## src/rtl/ccd_pkg.sv

```systemverilog
/*
  Package of the calibration coefficient field decoder: nonvolatile field
  positions, decoded value widths, decode constants and the decoded struct.
  Assumes the nonvolatile store presents bits 99 down to 15 as one flat vector.
*/
`default_nettype none
package ccd_pkg;
  // ----------------------------------------------------------------
  // nonvolatile field positions
  // ----------------------------------------------------------------
  localparam int NV_LO = 15;
  localparam int NV_HI = 99;
  localparam int GAIN_B_LSB = 15;
  localparam int GAIN_B_SCALE = 29;
  localparam int OFFS_B_LSB = 30;
  localparam int GAIN_T_LSB = 44;
  localparam int OFFS_T_LSB = 52;
  localparam int TREF_LSB = 60;
  localparam int TCG_LSB = 68;
  localparam int TCO_LSB = 76;
  localparam int TCCFG_LSB = 84;
  localparam int SOT_LSB = 88;
  localparam int PAMP_LSB = 96;
  localparam int SOTSEL_LSB = 98;
  // ----------------------------------------------------------------
  // tempco_config bits and target / gain codes
  // ----------------------------------------------------------------
  localparam int CFG_TCO_NEG = 0;
  localparam int CFG_TCO_X8 = 1;
  localparam int CFG_TCG_NEG = 2;
  localparam int CFG_POL_INV = 3;
  localparam int SOT_SIGN = 7;
  localparam logic [1:0] SEL_BRIDGE = 2'h0;
  localparam logic [1:0] SEL_GAIN_TC = 2'h1;
  localparam logic [1:0] SEL_OFFS_TC = 2'h2;
  localparam logic [1:0] SEL_BAD = 2'h3;
  localparam logic [5:0] PAMP_G6 = 6'h06;
  localparam logic [5:0] PAMP_G24 = 6'h18;
  localparam logic [5:0] PAMP_G12 = 6'h0c;
  localparam logic [5:0] PAMP_G48 = 6'h30;
  localparam int X8_SHIFT = 3;
  localparam int TEMP_RES_BITS = 2;
  // ----------------------------------------------------------------
  // decoded coefficient set
  // ----------------------------------------------------------------
  typedef struct packed {
    logic [16:0] bridge_gain;          // unsigned, 11 fraction bits, 0..64
    logic signed [13:0] bridge_offset; // two's complement
    logic [7:0] temp_gain;             // unsigned, 7 fraction bits
    logic signed [7:0] temp_offset;    // two's complement
    logic [7:0] temp_reference_raw;
    logic signed [8:0] gain_tempco;    // signed gain tempco
    logic signed [11:0] offset_tempco; // signed, x8 applied when config bit 1 set
    logic signed [10:0] second_order;  // signed, x8 applied when on offset tempco and config bit 1 set
    logic [1:0] second_order_target_select;
    logic second_order_on_bridge;
    logic second_order_on_gain_tempco;
    logic second_order_on_offset_tempco;
    logic bridge_polarity_invert;
    logic [5:0] preamp_gain;
  } ccd_coeff_t;
  typedef enum logic [1:0] {
    ST_WAIT = 2'b00,
    ST_RUN = 2'b01
  } ccd_state_t;
endpackage : ccd_pkg
`default_nettype wire

```

## src/rtl/ccd_decoder.sv

```systemverilog
/*
  Calibration coefficient field decoder: holds the coefficient fields of the
  nonvolatile store in working registers and presents decoded values and
  interpreted raw samples to the correction arithmetic.
  Assumes the store controller and the sampling front end share i_ref_clk.
*/
`default_nettype none
// Overview of operation
// - bridge gain from bits 29:15; top bit multiplies lower 14 bits by eight.
// - lower gain bits weigh four at bit 13 down to two^-11 at bit 0.
// - bridge offset from bits 43:30 as signed 14-bit two's complement.
// - temperature gain coefficient taken from bits 51:44.
// - temperature offset coefficient taken from bits 59:52.
// - raw temperature reference taken from bits 67:60.
// - gain tempco magnitude from bits 75:68, negative when config bit 2 set.
// - offset tempco magnitude from bits 83:76, negative when config bit 0 set.
// - tempco config from bits 87:84; bit 3 inverts bridge polarity.
// - config bit 1 scales offset tempco, and second order term on it, by eight.
// - bits 95:88 are sign-magnitude second order term, bit 7 sign.
// - bits 99:98 pick second order target; code 11 is prohibited.
// - bits 97:96 pick preamp gain 6, 24, 12 or 48.
// - raw bridge sample is unsigned 0..16383, one count resolution.
// - raw temperature sample is unsigned 0..16383, four count resolution.
module ccd_decoder
  import ccd_pkg::*;
(
  input wire logic i_ref_clk,                     // 125 MHz internal clock
  input wire logic i_rst_b,                       // async reset, active low
  input wire logic [NV_HI:NV_LO] i_nvm_bits,      // nonvolatile bits 99:15
  input wire logic i_nvm_ready,                   // store contents valid
  input wire logic i_nvm_update,                  // pulse: store rewritten
  input wire logic [13:0] i_bridge_raw_sample,    // raw bridge conversion
  input wire logic [13:0] i_temp_raw_sample,      // raw temperature conversion
  output ccd_coeff_t o_coeff,                     // decoded coefficients
  output logic o_coeff_valid,                     // coefficients loaded
  output logic o_sot_prohibited,                  // target select holds 11
  output logic [13:0] o_bridge_sample,            // interpreted bridge sample
  output logic [13:0] o_temp_sample               // interpreted temperature sample
);
  // ----------------------------------------------------------------
  // helpers
  // ----------------------------------------------------------------
  // sign-magnitude to two's complement
  function automatic logic signed [11:0] sm_to_tc(input logic [10:0] mag, input logic neg);
    logic signed [11:0] v;
    v = $signed({1'b0, mag});
    sm_to_tc = neg ? -v : v;
  endfunction : sm_to_tc

  ccd_state_t state_reg;
  logic load_now;
  logic [3:0] cfg;
  logic [1:0] sel;
  logic [7:0] second_order_coefficient;
  logic [13:0] gmant;
  logic [10:0] tco_mag;
  logic [10:0] sot_mag;
  logic [5:0] pamp;
  logic signed [11:0] tcg_tc;
  logic signed [11:0] tco_tc;
  logic signed [11:0] sot_tc;

  // field slices of the store vector
  assign cfg = i_nvm_bits[TCCFG_LSB +: 4];
  assign sel = i_nvm_bits[SOTSEL_LSB +: 2];
  assign second_order_coefficient = i_nvm_bits[SOT_LSB +: 8];
  assign gmant = i_nvm_bits[GAIN_B_LSB +: 14];
  assign tco_mag = cfg[CFG_TCO_X8] ? {i_nvm_bits[TCO_LSB +: 8], 3'h0}
                                   : {3'h0, i_nvm_bits[TCO_LSB +: 8]};
  assign sot_mag = (cfg[CFG_TCO_X8] && sel == SEL_OFFS_TC) ? {1'b0, second_order_coefficient[6:0], 3'h0}
                                                           : {4'h0, second_order_coefficient[6:0]};

  // signed forms of the sign-magnitude fields, cut to their register widths at the load
  assign tcg_tc = sm_to_tc({3'h0, i_nvm_bits[TCG_LSB +: 8]}, cfg[CFG_TCG_NEG]);
  assign tco_tc = sm_to_tc(tco_mag, cfg[CFG_TCO_NEG]);
  assign sot_tc = sm_to_tc(sot_mag, second_order_coefficient[SOT_SIGN]);

  // preamp gain code decode
  always_comb begin
    case (i_nvm_bits[PAMP_LSB +: 2])
      2'h0: pamp = PAMP_G6;
      2'h1: pamp = PAMP_G24;
      2'h2: pamp = PAMP_G12;
      2'h3: pamp = PAMP_G48;
      default: pamp = PAMP_G24;
    endcase
  end

  // ----------------------------------------------------------------
  // load sequencing
  // ----------------------------------------------------------------
  assign load_now = (state_reg == ST_WAIT) ? i_nvm_ready : i_nvm_update;

  // wait for the store after reset, then follow rewrites
  always_ff @(posedge i_ref_clk or negedge i_rst_b) begin
    if (!i_rst_b) begin
      state_reg <= ST_WAIT;
    end else begin
      case (state_reg)
        ST_WAIT: if (i_nvm_ready) state_reg <= ST_RUN;
        ST_RUN: state_reg <= ST_RUN;
        default: state_reg <= ST_WAIT;
      endcase
    end
  end

  // valid flag: low until the first load
  always_ff @(posedge i_ref_clk or negedge i_rst_b) begin
    if (!i_rst_b) begin
      o_coeff_valid <= 1'b0;
    end else if (load_now) begin
      o_coeff_valid <= 1'b1;
    end
  end

  // ----------------------------------------------------------------
  // working registers with decoded fields
  // ----------------------------------------------------------------
  always_ff @(posedge i_ref_clk or negedge i_rst_b) begin
    if (!i_rst_b) begin
      o_coeff <= '0;
      o_sot_prohibited <= 1'b0;
    end else if (load_now) begin
      o_coeff.bridge_gain <= i_nvm_bits[GAIN_B_SCALE] ? {gmant, 3'h0} : {3'h0, gmant};
      o_coeff.bridge_offset <= $signed(i_nvm_bits[OFFS_B_LSB +: 14]);
      o_coeff.temp_gain <= i_nvm_bits[GAIN_T_LSB +: 8];
      o_coeff.temp_offset <= $signed(i_nvm_bits[OFFS_T_LSB +: 8]);
      o_coeff.temp_reference_raw <= i_nvm_bits[TREF_LSB +: 8];
      o_coeff.gain_tempco <= tcg_tc[8:0];
      o_coeff.offset_tempco <= tco_tc;
      o_coeff.second_order <= sot_tc[10:0];
      o_coeff.second_order_target_select <= sel;
      o_coeff.second_order_on_bridge <= (sel == SEL_BRIDGE);
      o_coeff.second_order_on_gain_tempco <= (sel == SEL_GAIN_TC);
      o_coeff.second_order_on_offset_tempco <= (sel == SEL_OFFS_TC);
      o_coeff.bridge_polarity_invert <= cfg[CFG_POL_INV];
      o_coeff.preamp_gain <= pamp;
      o_sot_prohibited <= (sel == SEL_BAD);
    end
  end

  // ----------------------------------------------------------------
  // raw sample interpretation
  // ----------------------------------------------------------------
  // bridge: unsigned count, mirrored when polarity is inverted
  always_ff @(posedge i_ref_clk or negedge i_rst_b) begin
    if (!i_rst_b) begin
      o_bridge_sample <= '0;
    end else begin
      o_bridge_sample <= o_coeff.bridge_polarity_invert ? ~i_bridge_raw_sample
                                                        : i_bridge_raw_sample;
    end
  end

  // temperature: unsigned, low bits below the four count step cleared
  always_ff @(posedge i_ref_clk or negedge i_rst_b) begin
    if (!i_rst_b) begin
      o_temp_sample <= '0;
    end else begin
      o_temp_sample <= {i_temp_raw_sample[13:TEMP_RES_BITS], {TEMP_RES_BITS{1'b0}}};
    end
  end
endmodule : ccd_decoder
`default_nettype wire

```

## config.mk

```make
export PLATFORM = sky130hd
export DESIGN_NAME = ccd_decoder
export DESIGN_NICKNAME = d
export VERILOG_FILES = /design/src/rtl/ccd_pkg.sv /design/src/rtl/ccd_decoder.sv
export SDC_FILE = /design/constraint.sdc
export NUM_CORES = 1
export LEC_CHECK = 0
export BUFFER_PORTS_ARGS = -buffer_cell sky130_fd_sc_hd__clkbuf_2
export CAP_MARGIN = 20
export CORE_MARGIN = 8
export CORE_UTILIZATION = 48
export DETAILED_ROUTE_END_ITERATION = 12
export PLACE_DENSITY = 0.81
export SYNTH_ARGS = -nofsm -noshare
export SYNTH_HDL_FRONTEND = slang
export SYNTH_SLANG_ARGS = --single-unit
```

## constraint.sdc

```tcl
create_clock -name i_ref_clk -period 2.2 [get_ports i_ref_clk]
set_input_delay 0.22 -clock i_ref_clk [delete_from_list [all_inputs] [get_ports i_ref_clk]]
set_output_delay 0.22 -clock i_ref_clk [all_outputs]
set_load 0.005 [all_outputs]
```

==> flow_summary.ini <==
[floorplan]
fp.dieArea_um2 = 15500
coreArea_um2 = 11400
die_y_um = 124
die_x_um = 124
io_pins = 246
rows = 39
start_util = 0.493

[place]
dp_slack_ns = 0.340
dpl.hpwl_um = 12000
dp_cells = 952
place_area_um2 = 7020
place_congestion = 0.849
numPortBuffers = 240

[power_and_ir_drop]
p_sw_frac = 0.274
intPower_mw = 4.64
leakage_nw = 4.30
power_switching_mw = 1.75
seqPwrFrac = 0.423
comb_power_share = 0.159
pwr_density_cell_nw_per_um2 = 785
peakVddDrop_v = 0.000700
clock_power_share = 0.419

[timing]
maxSlewViolCount = 0
hold_viol = 0
relSlewSlack = 0.472
setup_violations = 0
fin_skew_ns = 0.00686
finalCriticalPeriod_ns = 1.74
post-route-period-util = 0.790
fmax_mhz = 575
worst_slack_ns = 0.461
tns_ns = 0
worst_pin_slew_ns = 0.792
rsz0062_at_grt = no

[worst_setup_path]
critPathRequiredTime_ns = 1.98
end_kind = primary output
cp_data_arrival_time_ns = 1.52
worst-path-buf-inv = 1
cp_top_family = flip-flops
criticalPathCategory = reg -> out
crit_chain = clkbuf_2
cp_slowest_cell = dfrtp_1
cp-start-kind = register
cp_slowest_stage_delay_ns = 0.86
crit_path_max_fanout = 16

[clock_network]
cts_tree = done
htree_levels = 4
clock_sinks = 127
clk_path_buf_depth = 2
insertion_delay_ns = 0.42
cts_made_buffers = 17
ctsRootBufferMaster = clkbuf_16
clk_pin_slew_ns = 0.06
cts_post_setup_buffers_inserted = 0

[synth]
yosys_warnings = 0
ys_ff_latch = 127
yosysSeqAreaShare = 0.564
synth.largest_area_cell = dfrtp_1
synth.cell_area_um2 = 5630
syn_area_per_cell_um2 = 9.50
ys.flop_type = dfrtp_1
synthDistinctLibCells = 51
async_flop_share = 1.00
synthCells = 593
synth_edf_count = 0
synth.area.top_cells = dfrtp_1, nand2_1, o21ai_0
synth_top_cell_area_share = 0.564

[outcome]
outcome = finished clean

[global_routing]
grt_pass1_wl_um = 29400
grt_pass1_vias = 5527
overflow = 0
antenna_found_initial = 0
grt_usage = 0.234
grt_max_degree = 67

[layout]
final_nets = 1008
largest_reg_flops = 98
n_antenna_cell = 0
drive_gt1_frac = 0.331
top_regs = o_coeff (98), o_bridge_sample (14), o_temp_sample (12)
syn_to_final_growth_pct = 44.6
stdcell_area_um2 = 8150
fin_cells = 1039
top_register = o_coeff

[worst_hold_path]
hp-class = in -> reg

[drt]
wl_per_cell_um = 17.3
post-route-drc-count = 0
viasPerCell = 5.17
vias = 5369
routed_wl_um = 18000
drtIter0Drc = 614
ant_nets = 0
first_pass_iters = 5

[flow_run]
maxCapViolCount = 0
[stage by stage]
step / power [mW] / util / hold slack [ns]
final: 6.40 / 0.713 / 0.0160
after global routing: 6.69 / 0.713 / 0.0117
after CTS: 6.43 / 0.713 / 0.00118
after detailed placement: 3.66 / 0.615 / 0.270
after global placement: 3.63 / 0.615 / 0.264
after floorplan: 3.10 / - / -0.0756
[tightest hold or removal path, delay by kind of cell]
kind / cells / cell delay [ns]
and+or+nand+nor: 2 / 0.09
buffers and inverters: 1 / 0.08
[per-layer routing]
metal / vias to the layer above / routed length (um) / global-route usage / share of wire
met4: 0 / 325 / 0.0773 / 0.018
met3: 30 / 1470 / 0.0813 / 0.081
met5: - / 0 / 0 / 0
met2: 249 / 9310 / 0.411 / 0.52
li1: 2544 / - / - / -
met1: 2546 / 6930 / 0.260 / 0.38
[power groups by stage]
stage	Combinational [mW]	Clock [mW]	Sequential (mW)
2_1_floorplan	0.360	0	2.74
3_3_place_gp	0.906	0	2.72
3_5_place_dp	0.925	0	2.73
4_1_cts	1.01	2.71	2.70
5_1_grt	1.13	2.83	2.73
6_report	1.01	2.68	2.70
[cells in the mapped netlist (2+ instances only)]
cell type / instances
a31oi_1: 2
buf_1: 2
xnor2_1: 3
clkbuf_1: 33
nor4_1: 3
nor2_1: 22
nor3_1: 10
inv_1: 8
mux2i_1: 18
nand3_1: 10
a21oi_1: 10
o2111ai_1: 2
buf_4: 3
mux2_2: 4
or3_1: 2
nand4_1: 2
o21ai_0: 40
o31ai_1: 10
dfrtp_1: 127
xor2_1: 19
and3_1: 4
nand2_1: 203
a31o_2: 2
o311ai_0: 4
nand2b_1: 4
nor3b_1: 2
o41ai_1: 2
nand3b_1: 7
and4_1: 2
nor2b_1: 5
ha_1: 8
[layout make-up]
| cell class | count | area (um^2) |
|---|---|---|
| clock buffers | 18 | 439 |
| clock inverters | 14 | 134 |
| fillers | 859 | 3270 |
| inverters | 8 | 30.0 |
| multi-input cells | 422 | 2290 |
| flip-flops and latches | 127 | 3180 |
| well taps | 143 | 179 |
| repair buffers | 307 | 1890 |
[cell usage in the layout (no fill, tap or decap), types with 17 or more instances in the layout]
cell type      netlist  final
clkbuf_16            0     17
clkbuf_2             0    239
dfrtp_1            127    127
dlygate4sd3_1        0     55
mux2i_1             18     17
nand2_1            203    203
nor2_1              22     22
o21ai_0             40     40
xor2_1              19     19
[timing repair]
| item | in CTS | in global routing |
|---|---|---|
| gates resized for setup | 0 | 0 |
| endpoints found under the hold margin | 181 | 0 |
| hold buffers | 55 | 0 |
[worst paths after layout]
| path | from | end | slack (ns) | cells after the start |
|---|---|---|---|---|
| max | o_coeff[6] | o_coeff[6] | 0.46 | 1 |
| min | i_nvm_bits[32] | o_coeff[70] | 0.02 | 3 |
| max reg2reg | state_reg[0] | o_coeff[85] | 0.55 | 4 |
| min reg2reg | o_coeff[8] | o_coeff[8] | 0.46 | 2 |
| max in group asynchronous | i_rst_b | o_coeff[66] | 1.52 | 3 |
| min in group asynchronous | i_rst_b | o_coeff[85] | 0.39 | 3 |
[cell families (layout without fill, tap and decap cells)]
kind of cell / Yosys count / in the layout / share of synthesized area
AND/OR/NAND/NOR: 283 / 283 / 0.215
flip-flops: 127 / 127 / 0.564
AO/OA/AOI/OAI: 84 / 84 / 0.0953
buffers and inverters: 46 / 347 / 0.0327
XOR/XNOR: 22 / 22 / 0.0342
multiplexers: 22 / 22 / 0.0400
adder cells (fa/ha/maj): 8 / 8 / 0.0178
other: 1 / 3 / 0.000666
(Power assumes the default switching activity.)
